==> src/rtl/subb_swap_pkg.sv <==
package subb_swap_pkg;

  // Instruction word layout.
  localparam int INSTR_W      = 16;
  localparam int OPC_HI       = 15;
  localparam int OPC_LO       = 10;
  localparam int DEST_BIT     = 9;
  localparam int BANK_BIT     = 8;
  localparam int FADDR_HI     = 7;
  localparam int FADDR_LO     = 0;

  // Upper six opcode bits of the two instructions handled here.
  localparam logic [5:0] OPC_SUB_BORROW = 6'h16;
  localparam logic [5:0] OPC_NIBBLE_SWAP = 6'h0E;

  // Destination and bank bit meanings.
  localparam logic DEST_ACC     = 1'h0;
  localparam logic BANK_ACCESS  = 1'h0;

  // Address map constants.
  localparam int         DADDR_W        = 12;
  localparam logic [7:0] ACCESS_SPLIT   = 8'h80;
  localparam logic [7:0] INDEXED_LIMIT  = 8'h5F;
  localparam logic [3:0] ACCESS_HI_BANK = 4'hF;
  localparam logic [3:0] ACCESS_LO_BANK = 4'h0;

  // Status flag positions.
  localparam int STAT_W   = 5;
  localparam int STAT_C   = 0;
  localparam int STAT_DC  = 1;
  localparam int STAT_Z   = 2;
  localparam int STAT_OV  = 3;
  localparam int STAT_N   = 4;

  // Reset values.
  localparam logic [7:0]  BYTE_RST  = 8'h00;
  localparam logic [11:0] ADDR_RST  = 12'h000;
  localparam logic [15:0] INSTR_RST = 16'h0000;
  localparam logic [4:0]  STAT_RST  = 5'h00;

  // Four phases of one instruction cycle, plus idle.
  typedef enum logic [2:0] {
    PH_IDLE    = 3'b000,
    PH_DECODE  = 3'b001,
    PH_READ    = 3'b010,
    PH_PROCESS = 3'b011,
    PH_WRITE   = 3'b100
  } phase_t;

endpackage : subb_swap_pkg

==> src/rtl/operand_addr_resolve.sv <==
`timescale 1ns/1ns
module operand_addr_resolve (
  // Addressing fields.
  input  wire logic       bank_sel,
  input  wire logic [7:0] file_addr,
  // Core context.
  input  wire logic [3:0] bank_select_register,
  input  wire logic       ext_set_en,
  input  wire logic [11:0] index_base,
  // Resolved data memory address.
  output logic [11:0]     data_addr,
  output logic            indexed
);

  // Pick access bank, banked or indexed literal offset address.
  always_comb begin
    indexed   = 1'b0;
    data_addr = {subb_swap_pkg::ACCESS_LO_BANK, file_addr};
    if (bank_sel != subb_swap_pkg::BANK_ACCESS) begin
      data_addr = {bank_select_register, file_addr};
    end else if (ext_set_en && file_addr <= subb_swap_pkg::INDEXED_LIMIT) begin
      indexed   = 1'b1;
      data_addr = index_base + {4'h0, file_addr};
    end else if (file_addr >= subb_swap_pkg::ACCESS_SPLIT) begin
      data_addr = {subb_swap_pkg::ACCESS_HI_BANK, file_addr};
    end
  end

endmodule : operand_addr_resolve

==> src/rtl/subb_swap_exec.sv <==
`timescale 1ns/1ns
//////////////////////////////////////////////////////////////////////////////
// Overview of operation
// - Subtract-with-borrow computes f minus W minus not-C.
// - Destination bit picks accumulator or file register.
// - Bank bit picks access bank or banked.
// - Extended set, low address: indexed literal offset.
// - Nibble swap exchanges upper and lower nibbles.
// - Swap destination bit picks accumulator or register.
module subb_swap_exec (
  // Clock and reset.
  input  wire logic        clk_sys,
  input  wire logic        rst_n,
  // Instruction issue from the decoder.
  input  wire logic        instr_valid,
  input  wire logic [15:0] instr_word,
  // Core context.
  input  wire logic [7:0]  acc_value,
  input  wire logic [4:0]  status_in,
  input  wire logic [3:0]  bank_select_register,
  input  wire logic        ext_set_en,
  input  wire logic [11:0] index_base,
  // Data memory port.
  output logic [11:0]      mem_addr,
  output logic             mem_rd,
  input  wire logic [7:0]  mem_rdata,
  output logic             mem_we,
  output logic [7:0]       mem_wdata,
  // Accumulator and status write-back.
  output logic             acc_we,
  output logic [7:0]       acc_wdata,
  output logic             status_we,
  output logic [4:0]       status_out,
  // Sequencing.
  output logic             busy,
  output logic             done,
  output logic             reject,
  output logic             indexed_access
);

  // Latched instruction, operand and datapath intermediates.
  subb_swap_pkg::phase_t phase_reg;
  logic [15:0] instr_reg;
  logic [7:0]  operand_reg;
  logic [7:0]  result_next;
  logic [4:0]  flags_next;
  logic [11:0] addr_res;
  logic        idx_res;
  logic [5:0]  opc;
  logic        is_sub;
  logic        dest_reg_sel;
  logic [8:0]  diff_full;
  logic [4:0]  diff_low;
  logic [7:0]  diff;

  //////////////////////////////////////////////////////////////////////////
  // True for the two opcodes this datapath executes. Anything else is
  // refused in the decode phase, so the core can hand it to another unit.
  // The same test steers the sequencer, the busy flag and the read strobe.
  function automatic logic is_handled_op(input logic [5:0] code);
    is_handled_op = (code == subb_swap_pkg::OPC_SUB_BORROW) ||
                    (code == subb_swap_pkg::OPC_NIBBLE_SWAP);
  endfunction : is_handled_op

  //////////////////////////////////////////////////////////////////////////
  // Field decode of the latched instruction.
  assign opc          = instr_reg[subb_swap_pkg::OPC_HI:subb_swap_pkg::OPC_LO];
  assign is_sub       = (opc == subb_swap_pkg::OPC_SUB_BORROW);
  assign dest_reg_sel = (instr_reg[subb_swap_pkg::DEST_BIT] != subb_swap_pkg::DEST_ACC);

  // Operand address resolution.
  operand_addr_resolve u_addr (
    .bank_sel             (instr_reg[subb_swap_pkg::BANK_BIT]),
    .file_addr            (instr_reg[subb_swap_pkg::FADDR_HI:subb_swap_pkg::FADDR_LO]),
    .bank_select_register (bank_select_register),
    .ext_set_en           (ext_set_en),
    .index_base           (index_base),
    .data_addr            (addr_res),
    .indexed              (idx_res)
  );

  // Subtraction as f plus inverted W plus carry; carry out means no borrow.
  // One adder serves the result and the carry flag; a narrow copy of the low
  // nibble gives the digit carry without a second full-width subtractor.
  // subtract with borrow.
  assign diff_full = {1'b0, operand_reg} + {1'b0, ~acc_value}
                   + {8'h00, status_in[subb_swap_pkg::STAT_C]};
  assign diff_low  = {1'b0, operand_reg[3:0]} + {1'b0, ~acc_value[3:0]}
                   + {4'h0, status_in[subb_swap_pkg::STAT_C]};
  assign diff      = diff_full[7:0];

  //////////////////////////////////////////////////////////////////////////
  // Phase sequencer: decode, read, process, write.
  // An opcode this unit does not execute drops back to idle after decode,
  // so the core is never held up by an instruction meant for another unit.
  // four phase cycle.
  always_ff @(posedge clk_sys or negedge rst_n) begin
    if (!rst_n) begin
      phase_reg <= subb_swap_pkg::PH_IDLE;
    end else begin
      case (phase_reg)
        subb_swap_pkg::PH_IDLE: begin
          if (instr_valid) begin
            phase_reg <= subb_swap_pkg::PH_DECODE;
          end
        end
        subb_swap_pkg::PH_DECODE: begin
          if (is_handled_op(opc)) begin
            phase_reg <= subb_swap_pkg::PH_READ;
          end else begin
            phase_reg <= subb_swap_pkg::PH_IDLE;
          end
        end
        subb_swap_pkg::PH_READ:    phase_reg <= subb_swap_pkg::PH_PROCESS;
        subb_swap_pkg::PH_PROCESS: phase_reg <= subb_swap_pkg::PH_WRITE;
        default:                   phase_reg <= subb_swap_pkg::PH_IDLE;
      endcase
    end
  end

  // Instruction latch and busy flag.
  // The latch loads only in idle, so an issue strobe while busy is ignored
  // and cannot disturb the instruction in flight.
  always_ff @(posedge clk_sys or negedge rst_n) begin
    if (!rst_n) begin
      instr_reg <= subb_swap_pkg::INSTR_RST;
      busy      <= 1'b0;
    end else begin
      if (phase_reg == subb_swap_pkg::PH_IDLE && instr_valid) begin
        instr_reg <= instr_word;
      end
      busy <= (phase_reg == subb_swap_pkg::PH_IDLE) ? instr_valid
            : !(phase_reg == subb_swap_pkg::PH_WRITE ||
                (phase_reg == subb_swap_pkg::PH_DECODE && !is_handled_op(opc)));
    end
  end

  // Refusal pulse for an opcode this unit does not execute. Without it the
  // core would wait for a completion that never comes.
  always_ff @(posedge clk_sys or negedge rst_n) begin
    if (!rst_n) begin
      reject <= 1'b0;
    end else begin
      reject <= (phase_reg == subb_swap_pkg::PH_DECODE) && !is_handled_op(opc);
    end
  end

  // Address presentation and operand read.
  // The address is registered at the end of decode, so it is steady for the
  // whole read phase and the memory sees no change while it answers.
  always_ff @(posedge clk_sys or negedge rst_n) begin
    if (!rst_n) begin
      mem_addr       <= subb_swap_pkg::ADDR_RST;
      mem_rd         <= 1'b0;
      indexed_access <= 1'b0;
      operand_reg    <= subb_swap_pkg::BYTE_RST;
    end else begin
      mem_rd <= (phase_reg == subb_swap_pkg::PH_DECODE) && is_handled_op(opc);
      if (phase_reg == subb_swap_pkg::PH_DECODE) begin
        mem_addr       <= addr_res;
        indexed_access <= idx_res;
      end
      // Read data is taken only in the read phase, while the strobe stands.
      if (phase_reg == subb_swap_pkg::PH_READ) begin
        operand_reg <= mem_rdata;
      end
    end
  end

  // Process phase: form the result and the new flags from the operand read
  // in the previous phase. Kept combinational so that the edge ending this
  // phase registers them straight into the outputs, in one instruction cycle.
  always_comb begin
    result_next = {operand_reg[3:0], operand_reg[7:4]};
    flags_next  = status_in;
    if (is_sub) begin
      result_next = diff;
      flags_next[subb_swap_pkg::STAT_C]  = diff_full[8];
      flags_next[subb_swap_pkg::STAT_DC] = diff_low[4];
      flags_next[subb_swap_pkg::STAT_Z]  = (diff == subb_swap_pkg::BYTE_RST);
      flags_next[subb_swap_pkg::STAT_N]  = diff[7];
      // Overflow: operands of unlike sign and a result whose sign left f's.
      flags_next[subb_swap_pkg::STAT_OV] = (operand_reg[7] != acc_value[7]) &&
                                           (diff[7] != operand_reg[7]);
    end
  end

  // Write phase: route result, update status and signal completion.
  always_ff @(posedge clk_sys or negedge rst_n) begin
    if (!rst_n) begin
      mem_we     <= 1'b0;
      mem_wdata  <= subb_swap_pkg::BYTE_RST;
      acc_we     <= 1'b0;
      acc_wdata  <= subb_swap_pkg::BYTE_RST;
      status_we  <= 1'b0;
      status_out <= subb_swap_pkg::STAT_RST;
      done       <= 1'b0;
    end else begin
      mem_we    <= (phase_reg == subb_swap_pkg::PH_PROCESS) && dest_reg_sel;
      acc_we    <= (phase_reg == subb_swap_pkg::PH_PROCESS) && !dest_reg_sel;
      status_we <= (phase_reg == subb_swap_pkg::PH_PROCESS) && is_sub;
      done      <= (phase_reg == subb_swap_pkg::PH_PROCESS);
      // Data and flags are registered here and hold until the next
      // instruction reaches its write phase, so the core may sample them late.
      if (phase_reg == subb_swap_pkg::PH_PROCESS) begin
        mem_wdata  <= result_next;
        acc_wdata  <= result_next;
        status_out <= flags_next;
      end
    end
  end

endmodule : subb_swap_exec

==> config.mk <==
export PLATFORM = sky130hd
export DESIGN_NAME = subb_swap_exec
export DESIGN_NICKNAME = d
export VERILOG_FILES = /design/src/rtl/subb_swap_pkg.sv /design/src/rtl/operand_addr_resolve.sv /design/src/rtl/subb_swap_exec.sv
export SDC_FILE = /design/constraint.sdc
export NUM_CORES = 1
export LEC_CHECK = 0
export BUFFER_PORTS_ARGS = -buffer_cell sky130_fd_sc_hd__buf_2
export CORE_MARGIN = 3
export CORE_UTILIZATION = 30
export CTS_BUF_LIST = sky130_fd_sc_hd__clkbuf_16
export DETAILED_ROUTE_END_ITERATION = 7
export GPL_ROUTABILITY_DRIVEN = 0
export PLACE_DENSITY = 0.52
export SYNTH_ARGS = -nofsm -noshare
export SYNTH_HDL_FRONTEND = slang
export SYNTH_HIERARCHICAL = 1
export SYNTH_SLANG_ARGS = --single-unit
==> constraint.sdc <==
create_clock -name clk_sys -period 2.71 [get_ports clk_sys]
set_clock_uncertainty 0.05 [all_clocks]
set_input_delay 0.542 -clock clk_sys [delete_from_list [all_inputs] [get_ports clk_sys]]
set_output_delay 0.542 -clock clk_sys [all_outputs]
set_load 0.02 [all_outputs]
* Word-level counts from Yosys, hierarchy flattened
Index checks and enable logic that the tools add are counted.
** Operators by class
- Equality and inequality tests :: 9
- Multiplexer cells :: 11
- $add $sub $neg :: 5
- Order comparisons :: 2
- Bitwise gates (word level) :: 2
- Reductions and logical operators :: 15
** Operator list (number)
- $mux 12 :: 3
- $add 12x8->12 :: 1
- $pmux 3 s4 :: 1
- $add 8x8->9 :: 1
- $add 9x1->9 :: 1
- $ge 8x8->1 const B :: 1
- $le 8x7->1 const B :: 1
- $logic_and 1x1->1 :: 8
- $logic_not 8->1 :: 1
- $mux 8 :: 1
- $not 8->8 :: 1
- $eq 3x2->1 const B :: 2
- $eq 6x4->1 const B :: 1
- $eq 6x5->1 const B :: 1
- $add 4x4->5 :: 1
- $add 5x1->5 :: 1
- $mux 5 :: 1
- $not 4->4 :: 1
- $eq 3x1->1 const B :: 1
- $eq 3x3->1 const B :: 1
- $logic_not 1->1 :: 3
- $logic_not 3->1 :: 1
- $mux 1 :: 3
- $mux 3 :: 1
- other kinds (4) :: 6
** Storage, ports and cells
- Logic and storage cells :: 58
- Register bits after elaboration :: 60
- Bits of input ports :: 57
- Output and inout bits :: 41

* Logic depth before layout (Yosys ltp)
- Depth in word-level cells :: 7
- Depth in mapped cells :: 10
- Mapped depth without buffers :: 10

* Cells and area by module
The synthesis kept the hierarchy.
** By module, submodules not included
- subb_swap_exec :: area each 2781.4 um2, instances 1, seq. area each 1501.4 um2, cells an instance 228
- operand_addr_resolve :: area each 544.3 um2, instances 1, seq. area each 0.0 um2, cells an instance 80

* Worst setup path after synthesis
No wires, ideal clock.
- Path kind :: input to register
- Start point :: input status_in[0]
- End point :: register status_out[2]
- Setup slack :: 137 ps
- Stages on the path :: 10
- Buffers on the path :: 0
- Setup time :: 95 ps
- Arrival :: 2428 ps
- Required time :: 2565 ps
- Cells stage by stage :: inv_1 fa_1 inv_1 fa_1 a21oi_1 o21ai_1 a21oi_1 xnor2_1 or4_1 o31ai_1
** Between the ends
- Word-level cells in the longest chain between the ends :: 3
** Ends and longest elaborated chain
- start, declared :: RTL line subb_swap_exec.sv:19 : input wire logic [4:0] status_in,
- $add 9x1->9 :: RTL line subb_swap_exec.sv:87 : + {8'h00, status_in[subb_swap_pkg::STAT_C]};
- $logic_not 8->1 :: RTL line subb_swap_exec.sv:180 : flags_next[subb_swap_pkg::STAT_Z] = (diff == subb_swap_pkg::BYTE_RST);
- $mux 5 :: RTL line subb_swap_exec.sv:176 : if (is_sub) begin
- end signal, assigned :: RTL line subb_swap_exec.sv:196 : status_out <= subb_swap_pkg::STAT_RST;
- end signal, assigned :: RTL line subb_swap_exec.sv:208 : status_out <= flags_next;
- end, declared :: RTL line subb_swap_exec.sv:33 : output logic [4:0] status_out,
No other way between the ends.
A chain may end at the register's enable or synchronous reset.

* Worst setup path in the final report
- Start point :: register operand_reg[0]
- End point :: register status_out[2]
** Between the ends
- Word-level cells in the longest chain between the ends :: 4
** Ends and longest elaborated chain
- start, declared :: RTL line subb_swap_exec.sv:44 : logic [7:0] operand_reg;
- start signal, assigned :: RTL line subb_swap_exec.sv:156 : operand_reg <= subb_swap_pkg::BYTE_RST;
- start signal, assigned :: RTL line subb_swap_exec.sv:165 : operand_reg <= mem_rdata;
- $add 8x8->9 :: RTL line subb_swap_exec.sv:86 : assign diff_full = {1'b0, operand_reg} + {1'b0, ~acc_value}
- $add 9x1->9 :: RTL line subb_swap_exec.sv:87
- $logic_not 8->1 :: RTL line subb_swap_exec.sv:180
- $mux 5 :: RTL line subb_swap_exec.sv:176
No other way between the ends.

==> metrics.md <==
| Metric | Value |
|---|---|
| CORE AREA | `10600 sq um` |
| Postcts setup bufs | `0` |
| Syn nets | `383` |
| FMAX | `0.390 GHz` |
| Max cap viols | `0` |
| Finish-stage setup viols | `0` |
| Synthesized flop and latch total | `60` |
| Worst-path clk slew | `50 ps` |
| Iter 0 DRT Violations | `96` |
| IO Count | `98` |
| First-pass GRT wire length | `about 13000 microns` |
| Actual slew at the worst max-slew pin | `roughly 690 ps` |
| Via Count | `about 2500` |
| Synth cell types | `49` |
| # placed instances | `536` |
| Most common cell in the netlist | `dfrtp_1` |
| Area of the mapped netlist | `3330 sq um` |
| Clock sink count | `60` |
| Kind of start point of the critical path | `flip-flop` |
| Worst Path Buf+Inv | `2` |
| Crit path max fanout | `2` |
| Die height | `111 microns` |
| Site row count | `37` |
| Drt first pass iters | `4` |
| Fin. max-slew vios | `0` |
| Vias in the first global route | `2558` |
| Synth top area cells | `dfrtp_1, mux2_2, ha_1` |
| Req. time, crit path | `2890 ps` |
| CP arrival | `2740 ps` |
| Global Route Usage Sum | `0.136` |
| Worst-skew pair later-pin latency | `320 ps` |
| Final setup TNS | `0 ps` |
| Setup Slack @ Placement | `-92.9 ps` |
| LEAKAGE | `0.00209 uW` |
| Aggregate routed wire length | `8040 microns` |
| CTS H-Tree Depth | `3` |
| CTS tree | `built` |
| Cts bufs inserted | `9` |
| Worst VDD drop | `501 uV` |
| Clk buf depth | `2` |
| Crit Path Category | `reg -> reg` |
| Hold Path Class | `in -> async` |
| Initial antenna violation count | `0` |
| Final min period | `2570 ps` |
| Core Util, Final | `0.406` |
| Status | `complete, no violations` |
| Via density | `4.60` |
| ANT nets after route | `0` |
| Clock Tree Root | `clkbuf_16` |
| Crit-path cells | `inv_1 -> fa_1 -> inv_1 -> fa_1 -> a21oi_2 -> o21ai_1 -> a21oi_2 -> xnor2_1 -> or4_1 -> o31ai_1` |
| ANT cells | `0` |
| Post-synth EDFFs | `0` |
| # DRC | `0` |
| Fill count | `around 1100` |
| Avg WL per Cell | `about 15 microns` |
| Worst hold slack | `approximately 180 ps` |
| Nets | `around 490` |
| Initial core utilization | `0.315` |
| Final non-filler cell total | `552` |
| Flop2flop setup slack | `~140 ps` |
| Die area | `12400 sq um` |
| Post-synthesis sequential area ratio | `0.451` |
| Congestion Overflow GR | `0` |
| Cell family with most CP delay | `compound AO/OA/AOI/OAI gates` |
| CP Capture Type | `flip-flop` |
| Worst path max stage delay | `530 ps` |
| IO Port Bufs | `97` |
| Max reg flops | `16` |
| Min setup slack post-route | `roughly 140 ps` |
| Top cells by count, synth | `dfrtp_1, mux2_2, nand2_1, inv_1` |
| Share of cells above drive strength 1 | `0.413` |
| PD cells | `between 1000 and 1500 nW/um^2` |
| Post-synth top flop | `dfrtp_1` |
| Area delta synth->final | `28.9%` |
| Async S/R FF share, synth | `1.00` |
| Worst rel slew slack | `0.540` |
| Die W | `111 microns` |
| Final period utilization | `0.947` |
| Largest net degree at the start of global routing | `37` |
| Post-DP HPWL | `6260 microns` |
| Synth warn | `6` |
| Area leader, netlist | `dfrtp_1` |
| Slowest CP cell | `or4_1` |
| Yosys top cell area share | `0.451` |
| Post-synthesis cell count | `around 300` |
| Hold Vio Cnt, Final | `0` |
| Mean post-synth cell area | `10.8 sq um` |
## layout make-up
cell class                 count  area (sq um)  area share
tap                          136           170      0.0397
multi-input combinational    212          1680       0.392
clock inverter                 7          60.1      0.0140
sequential                    60          1500       0.350
inverter                      22          82.6      0.0193
clock buffer                   9           225      0.0525
timing repair buffer         106           566       0.132
## path summary, 6_finish.rpt
kind | startpoint | to | cells after the start
worst max-delay path | operand_reg[0] | status_out[2] | 10
worst min-delay path | rst_n | acc_wdata[2] | 1
worst max register to register | operand_reg[0] | status_out[2] | 10
worst min register to register | instr_reg[9] | acc_we | 1
max in group asynchronous | rst_n | instr_reg[4] | 2
min in group clk_sys | mem_rdata[0] | operand_reg[0] | 3
## power breakdown
group | switching (uW) | total [uW] | internal, uW | leakage [uW]
clock network | 391 | 1090 | 699 | 0.000148
logic | 1150 | 2100 | 945 | 0.00122
registers | 276 | 1520 | 1250 | 0.000721
total | 1820 | 4710 | 2890 | 0.00209
## kinds of logic after synthesis
kind of cell | Yosys count | synth area share
xor gates and xnor gates | 17 | 0.0448
muxes | 41 | 0.137
and+or+nand+nor | 73 | 0.119
buffers and inverters | 36 | 0.0504
AOI/OAI and AO/OA | 63 | 0.123
DFF | 60 | 0.451
adders and majority gates | 18 | 0.0745
## worst reg2reg max path: cells and delay by family (launching register included)
family	cells	cell delay [ps]
compound gates	4	670
xor+xnor	1	100
fa+ha+maj	2	590
buf+inv	2	150
flops	1	390
simple gates	1	530
## layout by cell type, fill, tap and decap left out, types with 2 or more instances in the layout
cell type / count
inv_1: 23
nor3b_2: 3
mux2i_1: 5
a31oi_1: 3
nand3_1: 5
clkinv_2: 3
a21oi_1: 15
fa_1: 3
buf_4: 8
a221o_1: 4
xor2_1: 8
mux2_2: 36
nand2_1: 29
and3_1: 2
xnor2_1: 9
clkbuf_16: 9
dfrtp_1: 60
a21oi_2: 5
a21o_1: 2
o21ai_0: 18
buf_2: 97
o31ai_1: 2
nor2b_1: 5
o21bai_1: 3
nor2_1: 16
o2111ai_1: 2
ha_1: 15
and2_1: 2
## repair_timing
action                                  4_1_cts  5_1_grt
endpoints found under the hold margin         0        0
endpoints found under the setup margin        0        1
hold buffers                                  0        0
gates resized for setup                       0        3
## routing by layer
layer,routed length [microns],share of wire,vias to the layer above,track usage
met5,0,0,-,0
met4,78,0.0097,0,0.0535
met3,287,0.036,5,0.0328
met2,3770,0.47,47,0.204
met1,3900,0.48,1203,0.189
li1,-,-,1282,-
## stage by stage
stage               cell area [sq um]  power (uW)
floorplan                        3330        3020
global placement                 3990        3610
detailed placement               3990        3630
CTS                              4280        4770
global route                     4290        5090
finish                           4290        4710
(Power assumes the default switching activity.)
